--- src/design/rtc_pkg.sv ---
package rtc_pkg;

   // ==========================================================
   // timing
   localparam int CLK_HZ         = 100_000_000;
   localparam int BASE_HZ        = 32_768;
   localparam int BASE_DIV       = CLK_HZ / BASE_HZ;
   localparam int PHASE_W        = 15;
   localparam int UIP_LEAD_US    = 244;
   localparam int UIP_LEAD_TICKS = (UIP_LEAD_US * BASE_HZ + 999_999) / 1_000_000;

   // ==========================================================
   // register indices, byte address is four times the index
   localparam logic [3:0] IDX_SEC   = 4'h0;
   localparam logic [3:0] IDX_ASEC  = 4'h1;
   localparam logic [3:0] IDX_MIN   = 4'h2;
   localparam logic [3:0] IDX_AMIN  = 4'h3;
   localparam logic [3:0] IDX_HOUR  = 4'h4;
   localparam logic [3:0] IDX_AHOUR = 4'h5;
   localparam logic [3:0] IDX_WDAY  = 4'h6;
   localparam logic [3:0] IDX_DATE  = 4'h7;
   localparam logic [3:0] IDX_MONTH = 4'h8;
   localparam logic [3:0] IDX_RATE  = 4'hA;
   localparam logic [3:0] IDX_CMD   = 4'hB;
   localparam logic [3:0] IDX_FLAG  = 4'hC;
   localparam logic [3:0] IDX_VALID = 4'hD;

   // ==========================================================
   // command bit positions
   localparam int CMD_DST = 0;
   localparam int CMD_H24 = 1;
   localparam int CMD_BIN = 2;
   localparam int CMD_UIE = 4;
   localparam int CMD_AIE = 5;
   localparam int CMD_PIE = 6;
   localparam int CMD_SET = 7;

   // ==========================================================
   // time codes, bcd and binary
   localparam logic [7:0] SEC_LAST_BCD = 8'h59;
   localparam logic [7:0] SEC_LAST_BIN = 8'h3B;
   localparam logic [7:0] H24_LAST_BCD = 8'h23;
   localparam logic [7:0] H24_LAST_BIN = 8'h17;
   localparam logic [7:0] H12_TOP_BCD  = 8'h12;
   localparam logic [7:0] H12_TOP_BIN  = 8'h0C;
   localparam logic [7:0] HOUR_ONE     = 8'h01;
   localparam logic [7:0] HOUR_THREE   = 8'h03;
   localparam logic [7:0] MONTH_APRIL  = 8'h04;
   localparam logic [7:0] OCT_BCD      = 8'h10;
   localparam logic [7:0] OCT_BIN      = 8'h0A;
   localparam logic [7:0] DAY_SUNDAY   = 8'h01;
   localparam logic [7:0] LAST_WK_BCD  = 8'h25;
   localparam logic [7:0] LAST_WK_BIN  = 8'h19;
   localparam logic [1:0] ALARM_WILD   = 2'h3;
   localparam logic [3:0] RS_SLOW_OFS  = 4'h6;
   localparam logic [3:0] RS_FAST_MIN  = 4'h3;

   // ==========================================================
   // carriers
   typedef struct packed {
      logic        read;
      logic        write;
      logic [5:0]  address;
      logic [31:0] writedata;
      logic [3:0]  byteenable;
   } avalon_req_s;

   typedef struct packed {
      logic [7:0] sec;
      logic [7:0] min;
      logic [7:0] hour;
   } clock_time_s;

   typedef struct packed {
      logic [7:0] wday;
      logic [7:0] date;
      logic [7:0] month;
   } calendar_s;

   typedef struct packed {
      logic dst_en;
      logic h24;
      logic bin;
   } time_mode_s;

endpackage

--- src/design/rtc_control_status_interrupt.sv ---
// The address map and the Avalon-MM interface to the registers are this design's own decisions.
`timescale 1ns/100ps
module rtc_control_status_interrupt
   import rtc_pkg::*;
#(
   parameter int unsigned TB_DIV = BASE_DIV
) (
   // clock and bus reset
   input  wire logic        clk,
   input  wire logic        resetn,
   // avalon-mm slave
   input  wire avalon_req_s bus_req,
   output logic [31:0]      readdata,
   output logic             waitrequest,
   // power sense and interrupt pins
   input  wire logic        power_sense_in,
   output logic             clock_irq_n
);

   // ==========================================================
   // elaboration checks
   if (TB_DIV < 1 || TB_DIV > 4096) begin : g_bad_div
      $error("TB_DIV must lie in 1..4096");
   end

   localparam logic [PHASE_W-1:0] PHASE_LAST = '1;
   localparam logic [PHASE_W-1:0] UIP_FROM   = PHASE_LAST - PHASE_W'(UIP_LEAD_TICKS);
   localparam logic [11:0]        DIV_LAST   = 12'(TB_DIV - 1);

   // ==========================================================
   // state: reset side and battery side
   typedef struct packed {
      logic               ack;
      logic [7:0]         rdata;
      logic [2:0]         rep;
      logic               upd;
      logic               update_end_irq_enable;
      logic               alarm_irq_enable;
      logic               periodic_irq_enable;
      logic               uf;
      logic               af;
      logic               pf;
      logic               irq;
      logic               update_in_progress;
      logic [11:0]        div;
      logic [PHASE_W-1:0] phase;
   } ctl_s;

   typedef struct packed {
      time_mode_s  mode;
      logic        set;
      logic [3:0]  rate;
      clock_time_s alarm;
      calendar_s   cal;
      logic        ps_meta;
      logic        ps_sync;
      logic        ram_valid;
   } keep_s;

   ctl_s        s;
   ctl_s        next_s;
   keep_s       k;
   keep_s       next_k;
   clock_time_s now;
   logic [3:0]  idx;
   logic [7:0]  wd;
   logic [7:0]  rd_val;
   logic        take;
   logic        done_rd;
   logic        done_wr;
   logic        clr;
   logic        base;
   logic        sec_tick;
   logic        pf_hit;
   logic        alarm_hit;
   logic        kp_wr;

   // ==========================================================
   // helpers
   function automatic logic byte_hit(input logic [7:0] a, input logic [7:0] t);
      return (a[7:6] == ALARM_WILD) || (a == t);
   endfunction

   // rate 1 and 2 reuse the slow taps of 8 and 9
   function automatic logic tap_hit(input logic [3:0] rs, input logic [PHASE_W-1:0] ph);
      logic [3:0]         sh;
      logic [PHASE_W-1:0] m;
      sh = (rs < RS_FAST_MIN) ? rs + RS_SLOW_OFS : rs - 4'h1;
      m  = (PHASE_W'(1) << sh) - PHASE_W'(1);
      return (rs != 4'h0) && ((ph & m) == m);
   endfunction

   // ==========================================================
   // bus handshake: one wait cycle, answer on the second edge
   assign idx         = bus_req.address[5:2];
   assign wd          = bus_req.writedata[7:0];
   assign take        = (bus_req.read | bus_req.write) & ~s.ack;
   assign done_rd     = bus_req.read & s.ack;
   assign done_wr     = bus_req.write & s.ack & bus_req.byteenable[0];
   assign waitrequest = (bus_req.read | bus_req.write) & ~s.ack;
   assign readdata    = {24'h00_0000, s.rdata};
   assign clock_irq_n = ~s.irq;
   assign clr         = done_rd && idx == IDX_FLAG;

   // ==========================================================
   // time base and events
   assign base      = s.div == DIV_LAST;
   assign sec_tick  = base & (s.phase == PHASE_LAST) & ~k.set;
   assign pf_hit    = base & tap_hit(k.rate, s.phase);
   assign alarm_hit = byte_hit(k.alarm.sec, now.sec) & byte_hit(k.alarm.min, now.min)
                    & byte_hit(k.alarm.hour, now.hour);
   assign kp_wr     = done_wr && (idx == IDX_SEC || idx == IDX_MIN || idx == IDX_HOUR);

   rtc_time_keeper u_keeper (
      .clk     (clk),
      .tick    (sec_tick),
      .mode    (k.mode),
      .cal     (k.cal),
      .wr_en   (kp_wr),
      .wr_sel  (idx[2:1]),
      .wr_data (wd),
      .now     (now)
   );

   // ==========================================================
   // read multiplexer, unmapped reads give zero
   always_comb begin
      rd_val = 8'h00;
      if (idx == IDX_SEC) begin
         rd_val = now.sec;
      end else if (idx == IDX_ASEC) begin
         rd_val = k.alarm.sec;
      end else if (idx == IDX_MIN) begin
         rd_val = now.min;
      end else if (idx == IDX_AMIN) begin
         rd_val = k.alarm.min;
      end else if (idx == IDX_HOUR) begin
         rd_val = now.hour;
      end else if (idx == IDX_AHOUR) begin
         rd_val = k.alarm.hour;
      end else if (idx == IDX_WDAY) begin
         rd_val = k.cal.wday;
      end else if (idx == IDX_DATE) begin
         rd_val = k.cal.date;
      end else if (idx == IDX_MONTH) begin
         rd_val = k.cal.month;
      end else if (idx == IDX_RATE) begin
         rd_val = {s.update_in_progress, 3'h0, k.rate};
      end else if (idx == IDX_CMD) begin
         rd_val = {k.set, s.periodic_irq_enable, s.alarm_irq_enable, s.update_end_irq_enable, 1'b0,
                   k.mode.bin, k.mode.h24, k.mode.dst_en};
      end else if (idx == IDX_FLAG) begin
         rd_val = {s.irq, s.pf, s.af, s.uf, 4'h0};
      end else if (idx == IDX_VALID) begin
         rd_val = {k.ram_valid, 7'h00};
      end
   end

   // ==========================================================
   // control side, cleared by the bus reset
   always_comb begin
      next_s     = s;
      next_s.ack = take;
      // data is caught on the first edge so the clear cannot alter it
      if (take) begin
         next_s.rdata = rd_val;
         next_s.rep   = {s.pf, s.af, s.uf};
      end
      next_s.div = base ? 12'h000 : s.div + 12'h001;
      if (base) begin
         next_s.phase = s.phase + PHASE_W'(1);
      end
      next_s.upd = sec_tick;
      // update in progress drops once set is seen
      next_s.update_in_progress = ~k.set & (s.phase > UIP_FROM);
      // only flags that were reported are cleared; a new event wins
      next_s.uf = (s.uf & ~(clr & s.rep[0])) | s.upd;
      next_s.af = (s.af & ~(clr & s.rep[1])) | (s.upd & alarm_hit);
      next_s.pf = (s.pf & ~(clr & s.rep[2])) | pf_hit;
      if (done_wr && idx == IDX_CMD) begin
         next_s.periodic_irq_enable = wd[CMD_PIE];
         next_s.alarm_irq_enable = wd[CMD_AIE];
         next_s.update_end_irq_enable = wd[CMD_UIE] & ~(wd[CMD_SET] & ~k.set);
      end
      next_s.irq = (next_s.pf & next_s.periodic_irq_enable) | (next_s.af & next_s.alarm_irq_enable)
                 | (next_s.uf & next_s.update_end_irq_enable);
   end

   always_ff @(posedge clk or negedge resetn) begin
      if (!resetn) begin
         s <= '0;
      end else begin
         s <= next_s;
      end
   end

   // ==========================================================
   // battery side: formats, set, rate, alarm, calendar, ram valid
   always_comb begin
      next_k         = k;
      next_k.ps_meta = power_sense_in;
      next_k.ps_sync = k.ps_meta;
      if (done_wr) begin
         if (idx == IDX_ASEC) begin
            next_k.alarm.sec = wd;
         end else if (idx == IDX_AMIN) begin
            next_k.alarm.min = wd;
         end else if (idx == IDX_AHOUR) begin
            next_k.alarm.hour = wd;
         end else if (idx == IDX_WDAY) begin
            next_k.cal.wday = wd;
         end else if (idx == IDX_DATE) begin
            next_k.cal.date = wd;
         end else if (idx == IDX_MONTH) begin
            next_k.cal.month = wd;
         end else if (idx == IDX_RATE) begin
            next_k.rate = wd[3:0];
         end else if (idx == IDX_CMD) begin
            next_k.mode.dst_en = wd[CMD_DST];
            next_k.mode.h24    = wd[CMD_H24];
            next_k.mode.bin    = wd[CMD_BIN];
            next_k.set         = wd[CMD_SET];
         end
      end
      if (done_rd && idx == IDX_VALID) begin
         next_k.ram_valid = 1'b1;
      end
      // lost power sense overrides a marking read
      if (!k.ps_sync) begin
         next_k.ram_valid = 1'b0;
      end
   end

   // no reset: these survive the bus reset
   always_ff @(posedge clk) begin
      k <= next_k;
   end
endmodule

--- src/design/rtc_time_keeper.sv ---
`timescale 1ns/100ps
module rtc_time_keeper
   import rtc_pkg::*;
(
   // clock and second enable
   input  wire logic        clk,
   input  wire logic        tick,
   // formats and calendar
   input  wire time_mode_s  mode,
   input  wire calendar_s   cal,
   // software write port
   input  wire logic        wr_en,
   input  wire logic [1:0]  wr_sel,
   input  wire logic [7:0]  wr_data,
   // current time
   output clock_time_s      now
);

   // battery side: time survives the bus reset, so no reset here
   typedef struct packed {
      clock_time_s t;
      logic        dst_done;
   } keep_s;

   keep_s s;
   keep_s next_s;
   logic [7:0] sl;
   logic       at159;
   logic       last_sun;
   logic       oct;

   // ==========================================================
   // counting helpers
   function automatic logic [7:0] bump(input logic [7:0] v, input logic bin);
      if (bin || v[3:0] != 4'h9) begin
         return v + 8'h01;
      end
      return {v[7:4] + 4'h1, 4'h0};
   endfunction

   function automatic logic [7:0] next_hour(input logic [7:0] h, input time_mode_s m);
      logic [7:0] top;
      logic [7:0] nh;
      top = m.bin ? H12_TOP_BIN : H12_TOP_BCD;
      if (m.h24) begin
         return (h == (m.bin ? H24_LAST_BIN : H24_LAST_BCD)) ? 8'h00 : bump(h, m.bin);
      end
      if ({1'b0, h[6:0]} == top) begin
         return {h[7], 7'h01};
      end
      nh = bump({1'b0, h[6:0]}, m.bin);
      // 11 to 12 flips the pm bit
      return {h[7] ^ (nh == top), nh[6:0]};
   endfunction

   // ==========================================================
   // one second step with the two summer time exceptions
   always_comb begin
      next_s   = s;
      sl       = mode.bin ? SEC_LAST_BIN : SEC_LAST_BCD;
      at159    = s.t.hour == HOUR_ONE && s.t.min == sl && s.t.sec == sl;
      last_sun = cal.wday == DAY_SUNDAY && cal.date >= (mode.bin ? LAST_WK_BIN : LAST_WK_BCD);
      oct      = cal.month == (mode.bin ? OCT_BIN : OCT_BCD);
      if (wr_en) begin
         if (wr_sel == 2'h0) begin
            next_s.t.sec = wr_data;
         end else if (wr_sel == 2'h1) begin
            next_s.t.min = wr_data;
         end else begin
            next_s.t.hour   = wr_data;
            next_s.dst_done = 1'b0;
         end
      end else if (tick) begin
         if (mode.dst_en && at159 && last_sun && cal.month == MONTH_APRIL) begin
            next_s.t = {8'h00, 8'h00, HOUR_THREE};
            next_s.t.hour = HOUR_THREE;
            next_s.t.min  = 8'h00;
            next_s.t.sec  = 8'h00;
         end else if (mode.dst_en && at159 && last_sun && oct && !s.dst_done) begin
            next_s.t.hour   = HOUR_ONE;
            next_s.t.min    = 8'h00;
            next_s.t.sec    = 8'h00;
            next_s.dst_done = 1'b1;
         end else if (s.t.sec != sl) begin
            next_s.t.sec = bump(s.t.sec, mode.bin);
         end else begin
            next_s.t.sec = 8'h00;
            if (s.t.min != sl) begin
               next_s.t.min = bump(s.t.min, mode.bin);
            end else begin
               next_s.t.min  = 8'h00;
               next_s.t.hour = next_hour(s.t.hour, mode);
            end
         end
         // fall-back memory lasts only for that sunday
         if (!(last_sun && oct)) begin
            next_s.dst_done = 1'b0;
         end
      end
   end

   always_ff @(posedge clk) begin
      s <= next_s;
   end

   assign now = s.t;

endmodule

--- config.mk ---
export PLATFORM = sky130hd
export DESIGN_NAME = rtc_control_status_interrupt
export DESIGN_NICKNAME = d
export VERILOG_FILES = /design/src/design/rtc_pkg.sv /design/src/design/rtc_control_status_interrupt.sv /design/src/design/rtc_time_keeper.sv
export SDC_FILE = /design/constraint.sdc
export NUM_CORES = 1
export LEC_CHECK = 0
export ABC_AREA = 1
export BUFFER_PORTS_ARGS = -buffer_cell sky130_fd_sc_hd__buf_2
export CORE_UTILIZATION = 57
export DETAILED_ROUTE_END_ITERATION = 12
export PLACE_DENSITY = 0.77
export SETUP_SLACK_MARGIN = 0.02
export SYNTH_ARGS = -nofsm -noshare
export SYNTH_HDL_FRONTEND = slang
export SYNTH_SLANG_ARGS = --single-unit
--- constraint.sdc ---
create_clock -name clk -period 3.4 [get_ports clk]
set_input_delay 0.68 -clock clk [delete_from_list [all_inputs] [get_ports clk]]
set_output_delay 0.68 -clock clk [all_outputs]
set_load 0.01 [all_outputs]
==> results of run 1 <==
## state kept, by name, indices dropped and copies added, names as in the netlist
| name | cells |
|---|---|
| k | 59 |
| readdata | 8 |
| s | 40 |
| u_keeper.now | 24 |
| u_keeper.s | 1 |
## power by group
part | total [mW] | internal [mW] | switching, mW
Clock | 1.83 | 1.15 | 0.681
Combinational | 0.267 | 0.0833 | 0.184
Sequential | 1.79 | 1.76 | 0.0302
## logic make-up (layout without fill, tap and decap cells)
logic type / after synthesis / count (layout)
other: 1 / 24
adder cells (fa/ha/maj): 23 / 23
AO/OA/AOI/OAI: 125 / 125
buffers and inverters: 174 / 202
multiplexers: 2 / 2
AND/OR/NAND/NOR: 448 / 448
XOR/XNOR: 36 / 36
flip-flops: 132 / 132
## critical path: stages, from the launching register on
cell,delay [ns]
edfxtp_1,0.46
inv_1,0.21
ha_1,0.19
nand2_1,0.06
nand2_1,0.08
nand2_2,0.06
nand2_2,0.24
nand3_2,0.16
inv_1,0.10
nand2_1,0.06
ha_1,0.27
nor2_1,0.05
a21oi_1,0.12
nand3_1,0.10
a21oi_2,0.12
nand2_1,0.06
nor2_1,0.08
nand3_1,0.07
nor2_1,0.11
nand4_1,0.13
nand2_2,0.09
nand2_1,0.05
nand2_1,0.05
## routing by layer
layer	GRT usage (%)	part of all wire, %
met1	35.4	42
met2	46.9	49
met3	5.90	5.7
met4	14.0	4.0
met5	0	0
## worst max path at each step
stage          slack, ns                to  depth (start not counted)
3_3_place_gp        0.51             s[28]                         22
6_report            0.41             s[28]                         22
2_1_floorplan       0.86  u_keeper.now[16]                          6
4_1_cts             0.41             s[28]                         22
5_1_grt             0.09             s[28]                         23
3_5_place_dp        0.43             s[28]                         22
## layout make-up
class	count	area (µm²)	area share, %
flip-flops and latches	132	3690	41.7
multi-input cells	658	3620	40.8
clock buffers	24	557	6.28
inverters	131	492	5.55
repair buffers	39	225	2.54
well taps	180	225	2.54
clock inverters	8	53.8	0.607
## per-stage QoR
stage	hold WS [ns]	instance area (µm²)	worst slack, ns
after global routing	0.335	8870	0.0858
final	0.327	8870	0.415
after floorplan	0.310	8130	0.861
after detailed placement	0.315	8260	0.432
after global placement	0.321	8260	0.514
after CTS	0.329	8870	0.406
## Yosys cell counts (4+ instances only)
master       n  area (µm²)
edfxtp_1    81        2430
inv_2       10        37.5
dfrtp_1     48        1200
ha_1        23         288
or2_2        8        50.1
nor2_2       6        37.5
o22ai_1      4        25.0
nand3_1     59         295
nor2_4       5        56.3
o21ai_1     12        60.1
nand2_2     11        68.8
buf_4       34         255
nor4_1       8        50.1
inv_1      120         450
xnor2_1     10        87.6
xor2_1      26         228
nand4_1     37         231
nand3_2      4        40.0
o31ai_1      6        45.0
nand2_1    190         713
a21oi_1     27         135
nor2_1      79         297
buf_6        4        45.0
nor3_1      28         140
o21ai_0     48         240
o2111ai_1    7        61.3
==> out/metrics.yaml, run 1 <==
ff2ff_path_depth: 22
status: "finished, final reports clean"
post-route-drc-count: 0
cts_tree: "done"
finalWorstPathRequiredPeriod_ns: 2.99
reg2reg_to: "s[28]"
final_common_cell: "nand2_1"
postCtsSetupRepairBufs: 0
end_kind: "flop"
antenna_found_initial: 0
die_h_um: 121
root_buffer: "clkbuf_16"
clk_pin_slew_worst_paths_ns: 0.06
synth_fa_ha_area_share_pct: 3.58
criticalPathCategory: "reg2reg"
ff2ff_setup_slack_ns: 0.41
vias: 6589
synthSimpleGateAreaFrac_pct: 26.8
htree_levels: 4
grt_overflow: 0
fin_tns_setup_ns: 0
ios: 81
power.density_nw_per_um2: 438
port_buffers: 27
p_leak_nw: 3.96
hold_depth: 0
yosys-mux-area-fraction_pct: 0.264
core-area_um2: 13800
rsz0062_at_grt: "false"
die-area_um2: 14600
finalMaxSlewViolations: 0
worstPathRequired_ns: 3.76
layout-drive-gt1-share_pct: 13.1
rr_startpoint: "k[51]"
setup_viol: 0
finalCritPeriodShare_pct: 87.8
dp_hpwl_um: 14600
wl_um: 19400
start_util_pct: 58.2
synth_area_um2: 8040
post-place-cells: 1140
ys.flop_type: "edfxtp_1"
clock_latency_ns: 0.42
synth-seq-cells: 132
synth_cell_types: 55
ys_seq_area_share_pct: 45.9
worst_slew_pin_slew_ns: 1.01
synth_warnings: 0
ctsLongestPathBuffers: 2
hold_path.class: "reg2reg"
clock.fmax_mhz: 335
fin_skew_ns: 0.00795
p_total_mw: 3.89
synth_edf_count: 81
hold_violations: 0
num_rows: 43
synthCells: 941
grt_usage_pct: 28.4
drtIter0Drc: 743
ir_drop_v: 0.000367
final_nets: 1049
min_to: "k[1]"
grt_pass1_vias: 6259
post_cts_resize_count: 0
slew_headroom_pct: 32.4
fp.dieW_um: 121
area_delta_synth_final_pct: 10.3
nFillCells: 1152
cp.arrival_ns: 3.34
cts.sinks: 132
synth_top_family_by_area: "simple AND/OR/NAND/NOR gates"
diodes: 0
synthArstFlopShare_pct: 36.4
startpoint_type: "flop"
cts_hold_buf: 0
firstDrtPassIters: 5
synth_compound_area_share_pct: 9.35
min_from: "k[2]"
finalNonFillerCells: 1172
max_cap_violations: 0
post_drt_wl_per_cell_um: 16.5
final_cell_mix: "190 x nand2_1, 120 x inv_1, 81 x edfxtp_1"
crit_start: "k[51]"
place.gp.congestion: 0.968
grt_max_degree: 49
drt.antenna.violating_nets: 0
cts_buffers: 17
drt-vias-per-instance: 5.62
postSynthAreaPerCell_um2: 8.55
synthXorXnorAreaFrac_pct: 3.92
path_max_fanout: 12
utilization_pct: 64.1
grt_pass1_wl_um: 31300
Note: power is estimated with default switching activity, not from simulation.
==> run 2: changes to the inputs <==
Settings changed: SYNTH_HIERARCHICAL from default to 1.
==> run 2 against run 1 <==
Effect of this change:
- combinational power fell by 6%
- non-clock buffer count shrank 3
- setup slack better by 0.16 ns
- total power down 3.3%
- die area is 2.2% higher
- first-iteration DRC count is 2.2% lower
- largest cell class unchanged
- cell area fell by 0.51%
- final cell count is 3.8% higher
- via count up 2.9%
==> out/metrics.yaml, run 2 <==
netSwitchingPower_mw: 0.954  # +6.7%
ff_latch_area_um2: 3690  # unchanged
grt_max_degree: 49  # unchanged
core-area_um2: 14000  # +1.2%
status: "finished, final reports clean"
power.density_nw_per_um2: 426  # -2.8%
placed_cell_area_um2: 8270  # +0.14%
finalCritPeriodShare_pct: 83.1  # -4.7 points
drt-vias-per-instance: 5.57  # -0.84%
die_h_um: 122  # +1.1%
place.gp.congestion: 0.948  # -2.1%
post_drt_wl_per_cell_um: 16.3  # -1.2%
path_max_fanout: 11  # -1
fin_tns_setup_ns: 0  # unchanged
finalMaxSlewViolations: 0  # unchanged
switching_share_pct: 25.4  # +2.4 points
synth_area_um2: 8220  # +2.2%
cp.arrival_ns: 3.13  # -0.21 ns
layout-drive-gt1-share_pct: 11.4  # -1.7 points
postSynthAreaPerCell_um2: 8.16  # -4.6%
final_common_cell: "nand2_1"
end_kind: "flop"
antenna_found_initial: 0  # unchanged
root_buffer: "clkbuf_16"
cts.sinks: 132  # unchanged
startpoint_type: "flop"
synth_edf_count: 81  # unchanged
area_delta_synth_final_pct: 7.30
synth.most_common_cell: "nand2_1"
p_total_mw: 3.76  # -3.3%
drt.antenna.violating_nets: 0  # unchanged
ys_top_cells_by_area: "edfxtp_1 30%, dfrtp_1 15%, nand2_1 11%"
fin_skew_ns: 0.00644  # -0.00151 ns
ir_drop_v: 0.000465  # +27%
vias: 6779  # +2.9%
p_leak_nw: 3.91  # -1.1%
synth_cell_types: 52  # -5.5%
p_int_mw: 2.80  # -6.3%
criticalPathCategory: "reg2reg"
synth_warnings: 6  # +6
port_buffers: 27  # unchanged
design_area_um2: 8820  # -0.51%
hold_path.class: "reg2reg"
htree_levels: 4  # unchanged
critPathSlowestCell: "edfxtp_1"
ios: 81  # unchanged
cts_tree: "done"
max_stage_delay_ns: 0.41  # -0.05 ns
slew_headroom_pct: 30.8  # -1.6 points
die-area_um2: 14900  # +2.2%
post_cts_resize_count: 0  # unchanged
dp_hpwl_um: 14500  # -0.62%
largest_reg_flops: 59  # unchanged
largest-register: "k"
grt_pass1_vias: 6175  # -1.3%
ys_seq_area_share_pct: 44.9  # -1.0 points
post-route-drc-count: 0  # unchanged
setup_viol: 0  # unchanged
hold_violations: 0  # unchanged
worst_slew_pin_slew_ns: 1.04  # +0.0241 ns
clkPwrFrac_pct: 45.7  # -1.4 points
cp_common_cell: "nand2_1"
rsz0062_at_grt: "false"
yosysTopAreaCellShare_pct: 29.6  # -0.66 points
grt_pass1_wl_um: 31000  # -0.84%
final_cell_mix: "235 x nand2_1, 122 x inv_1, 108 x nor2_1"
synthArstFlopShare_pct: 36.4  # unchanged
synth.largest_area_cell: "edfxtp_1"
drtIter0Drc: 727  # -2.2%
seq_power_share_pct: 47.6  # +1.5 points
clk_pin_slew_worst_paths_ns: 0.06  # about the same
cts_buffers: 17  # unchanged
cts_hold_buf: 0  # unchanged
firstDrtPassIters: 5  # unchanged
ys_top_cells_by_count: "235 x nand2_1, 122 x inv_1, 108 x nor2_1"
grt_overflow: 0  # unchanged
grt_usage_pct: 28.1  # -0.36 points
postCtsSetupRepairBufs: 0  # unchanged
wl_um: 19800  # +2.5%
clock_latency_ns: 0.43  # about the same
synthCells: 1008  # +7.1%
final_nets: 1093  # +4.2%
synth-seq-cells: 132  # unchanged
start_util_pct: 58.8  # +0.61 points
finalWorstPathRequiredPeriod_ns: 2.83  # -0.159 ns
pwr-share-comb_pct: 6.7  # -0.2 points
ctsLongestPathBuffers: 2  # unchanged
nFillCells: 1212  # +5.2%
cp_cell_sequence: "inv_1, ha_1, nand2_1, nand2_1, nand2_1, nand2_1, nand2_1, nand2_2, inv_2, nand2_1, ha_1, nand2_1, inv_2, o21ai_1, o21ai_0, nand3_1, nand4_1, nand2_1, nand2_1, nand2_1"
num_rows: 43  # unchanged
multiInputGateArea_um2: 3640  # +0.55%
diodes: 0  # unchanged
max_cap_violations: 0  # unchanged
fp.dieW_um: 122  # +1.1%
worstPathRequired_ns: 3.71  # -0.05 ns
ys.flop_type: "edfxtp_1"
clock.fmax_mhz: 354  # +5.6%
==> run 2: changes by cell type after synthesis, sizes merged, moves of 3 or more <==
cell / delta
o22ai: -3
nor3: -12
buf: +18
nand3: +8
nor4: -3
xnor2: +6
nor2: +26
o21ai: -5
nand4: -14
inv: +3
o31ai: -3
nand2: +44
==> run 2: critical path: cells and delay by family, from the launching register on <==
kind | cells | cell delay (ns)
buffers and inverters | 3 | 0.42
flip-flops | 1 | 0.41
AO/OA/AOI/OAI | 2 | 0.14
AND/OR/NAND/NOR | 13 | 1.25
adder cells (fa/ha/maj) | 2 | 0.49
==> run 2: layout make-up <==
cell class	count	area share [%]
timing repair buffer	36	2.30
sequential	132	41.9
inverter	134	5.73
clock inverter	14	1.30
tap	180	2.55
clock buffer	18	4.98
multi-input combinational	702	41.3
==> run 2: routing by layer <==
layer	vias up	global-route usage, %	part of all wire, %
met4	0	12.2	2.7
met5	-	0	0
met2	305	43.7	46
met3	38	6.23	8.9
met1	3156	37.6	43
li1	3280	-	-
==> run 2: worst paths after layout <==
path	start	endpoint	slack (ns)	cells past startpoint
max	k[52]	s[28]	0.57	20
min	k[2]	k[1]	0.33	0
max reg2reg	k[52]	s[28]	0.57	20
min reg2reg	k[2]	k[1]	0.33	0
max in group asynchronous	resetn	s[33]	2.32	1
min in group asynchronous	resetn	s[21]	0.44	1
==> run 2: cells by family after synthesis <==
group	count (synthesis)	synth area share [%]
buffers and inverters	197	11.8
DFF	132	44.9
other	1	0.0456
and+or+nand+nor	500	27.3
xor gates and xnor gates	43	4.58
AOI/OAI and AO/OA	112	7.78
adders and majority gates	23	3.50
==> run 2: through the flow <==
step	instances	hold WS, ns	setup WS (ns)	util (%)
6_report	1216	0.326	0.574	63.1
5_1_grt	1216	0.332	0.330	63.1
4_1_cts	1216	0.324	0.622	63.1
3_5_place_dp	1184	0.314	0.312	59.1
3_3_place_gp	1184	0.312	0.369	59.1
2_1_floorplan	1031	0.310	0.213	-
==> run 2: power groups by stage <==
stage	Combinational, mW	Sequential, mW	Clock, mW
after detailed placement	0.247	1.82	0
final	0.252	1.79	1.72
after global routing	0.285	1.79	1.80
after floorplan	0.188	1.81	0
after CTS	0.251	1.79	1.74
after global placement	0.243	1.82	0
==> run 3: changes to the inputs <==
Settings changed: ABC_AREA 1 to 0.
Clock period 3.4 ns to 2.9 ns, I/O delays scaled along.
==> run 3 against run 2 <==
Effect of this change:
- the flow now finishes with violations (negative setup slack)
- non-clock buffer count up 60
- sequential share of layout area fell by 2.9 points
- cell area grew 7.5%
- critical endpoint unchanged
- final cell count shrank 11%
- hold slack got worse by 0.066 ns
- synthesized area up 0.59%
- largest cell class is now multi-input gates
- routed wire length grew 12%
- sequential cell count unchanged
- sequential power rose by 16%
==> out/metrics.yaml, run 3 <==
clock.fmax_mhz: 336  # -5.2%
rr_startpoint: "k[52]"
synthArstFlopShare_pct: 36.4  # unchanged
end_kind: "flop"
ys_top_cells_by_count: "91 x nand2_1, 81 x edfxtp_1, 57 x nor2_1"
post_drt_wl_per_cell_um: 20.6  # +27%
drt-vias-per-instance: 6.27  # +12%
path_max_fanout: 6  # -5
yosysTopAreaCellShare_pct: 29.4  # -0.17 points
finalWorstPathRequiredPeriod_ns: 2.98  # +0.154 ns
synth_cell_types: 86  # +65%
area_delta_synth_final_pct: 14.7
worst_slew_pin_slew_ns: 1.22  # +0.181 ns
largest-register: "k"
final_common_cell: "nand2_1"
utilization_pct: 67.5  # +4.5 points
num_rows: 43  # unchanged
min_from: "power_sense_in"
crit_start: "k[52]"
drtIter0Drc: 558  # -23%
layout-drive-gt1-share_pct: 20.5  # +9.1 points
synth-seq-cells: 132  # unchanged
worstPathRequired_ns: 3.24  # -0.47 ns
start_util_pct: 58.9  # +0.12 points
ctsLongestPathBuffers: 2  # unchanged
crit_end: "s[28]"
grt_pass1_vias: 6447  # +4.4%
firstDrtPassIters: 5  # unchanged
fp.dieW_um: 122  # +0.29%
finalMaxSlewViolations: 0  # unchanged
hold_violations: 0  # unchanged
die-area_um2: 15000  # +0.58%
setup_viol: 2  # +2
root_buffer: "clkbuf_16"
criticalPathCategory: "reg2reg"
grt_pass1_wl_um: 34500  # +11%
finalCritPeriodShare_pct: 103  # +20 points
slew_headroom_pct: 18.0  # -13 points
htree_levels: 4  # unchanged
dp_hpwl_um: 16200  # +11%
drt.antenna.violating_nets: 0  # unchanged
status: "finished with violations"
synth.most_common_cell: "nand2_1"
ys_seq_area_share_pct: 44.7  # -0.27 points
hold_path.class: "in2reg"
worst_slack_ns: -0.0794  # -0.654 ns
grt_max_degree: 49  # unchanged
cts_buffers: 17  # unchanged
place.gp.congestion: 1.04  # +9.3%
ys_top_cells_by_area: "edfxtp_1 29%, dfrtp_1 15%, buf_4 5.1%"
clk_pin_slew_worst_paths_ns: 0.06  # about the same
synth.largest_area_cell: "edfxtp_1"
ff2ff_setup_slack_ns: -0.08  # -0.65 ns
largest_reg_flops: 59  # unchanged
design_area_um2: 9490  # +7.5%
diodes: 0  # unchanged
nFillCells: 1075  # -11%
reg2reg_to: "s[28]"
die_h_um: 122  # +0.29%
vias: 6764  # -0.22%
placed_cell_area_um2: 8630  # +4.4%
antenna_found_initial: 0  # unchanged
power.density_nw_per_um2: 477  # +12%
violations: "negative setup slack"
cts_tree: "done"
ir_drop_v: 0.000675  # +45%
ys.flop_type: "edfxtp_1"
final_nets: 956  # -13%
clock_latency_ns: 0.42  # about the same
post-route-drc-count: 0  # unchanged
ios: 81  # unchanged
pre_cts_ws_ns: -0.284  # -0.596 ns
startpoint_type: "flop"
wl_um: 22300  # +12%
final_cell_mix: "89 x nand2_1, 81 x edfxtp_1, 66 x buf_4"
synth_area_um2: 8270  # +0.59%
grt_overflow: 0  # unchanged
postSynthAreaPerCell_um2: 9.88  # +21%
synth_edf_count: 81  # unchanged
cp.arrival_ns: 3.32  # +0.19 ns
port_buffers: 27  # unchanged
synthCells: 837  # -17%
rsz0062_at_grt: "true"
p_leak_nw: 3.73  # -4.7%
cts.sinks: 132  # unchanged
core-area_um2: 14000  # +0.38%
fin_skew_ns: 0.00883  # +0.00239 ns
synth_warnings: 6  # unchanged
ff2ff_path_depth: 14  # -30%
grt_usage_pct: 31.0  # +2.9 points
max_cap_violations: 0  # unchanged
## run 3: how the worst min path moves through the flow
stage | slack (ns) | end | depth (start not counted)
6_report | 0.26 | k[2] | 1
5_1_grt | 0.25 | k[2] | 1
4_1_cts | 0.25 | k[2] | 1
3_5_place_dp | 0.31 | k[1] | 0
3_3_place_gp | 0.31 | k[1] | 0
2_1_floorplan | 0.28 | readdata[0] | 0
## run 3: through the flow
stage	power, mW	cells	TNS (ns)	hold slack [ns]
2_1_floorplan	2.32	860	-0.508	0.284
3_3_place_gp	2.40	1036	-0.370	0.311
3_5_place_dp	2.41	1036	-0.504	0.312
4_1_cts	4.54	1074	-0.156	0.248
5_1_grt	4.64	1079	-0.574	0.253
6_report	4.52	1079	-0.130	0.260
## run 3: power breakdown
group	switching (mW)	total, mW	internal [mW]
Clock	0.829	2.14	1.31
Combinational	0.207	0.312	0.105
Sequential	0.0316	2.07	2.04
## run 3: area by class of cell
class,count,area [µm²],share of cell area (%)
multi-input combinational,609,4190,44.1
sequential,132,3690,38.9
timing repair buffer,96,664,7.00
clock buffer,20,489,5.16
tap,180,225,2.37
clock inverter,12,114,1.20
inverter,30,113,1.19
## run 3: metal layers
metal  vias to the layer above  GRT usage [%]  part of all wire [%]
met1                      3254           42.0                    41
met5                         -              0                     0
li1                       3090              -                     -
met4                         0           13.6                   3.1
met2                       367           48.4                    47
met3                        53           5.62                   9.5
## run 3: repair_timing
item | CTS | global route
pin swaps | 12 | 14
setup endpoints to repair | 2 | 14
gates resized for setup | 17 | 15
buffers inserted | 6 | 5
gates cloned | 0 | 0
hold buffers | 0 | 0
## run 3: kinds of logic (layout without fill, tap and decap cells)
family          Yosys count  count (layout)  synth area share [%]
simple gates            298             298                  19.0
compound gates          176             176                  14.6
flops                   132             132                  44.7
buf+inv                 119             158                  8.18
xor+xnor                 62              62                  6.57
mux                      26              26                  3.46
fa+ha+maj                23              23                  3.48
other cells               1              24                0.0453
## run 3: worst max-delay path, cell delays in order, from the launching register on
cell and delay (ns):
edfxtp_1 0.43, inv_2 0.19, ha_4 0.22, nor3b_4 0.16
o31ai_4 0.28, nor3_4 0.07, nand3_2 0.10, ha_4 0.18
buf_6 0.13, nor3_1 0.05, o211ai_1 0.21, o221ai_2 0.18
a2111oi_4 0.37, nand4_1 0.16, o211ai_2 0.16
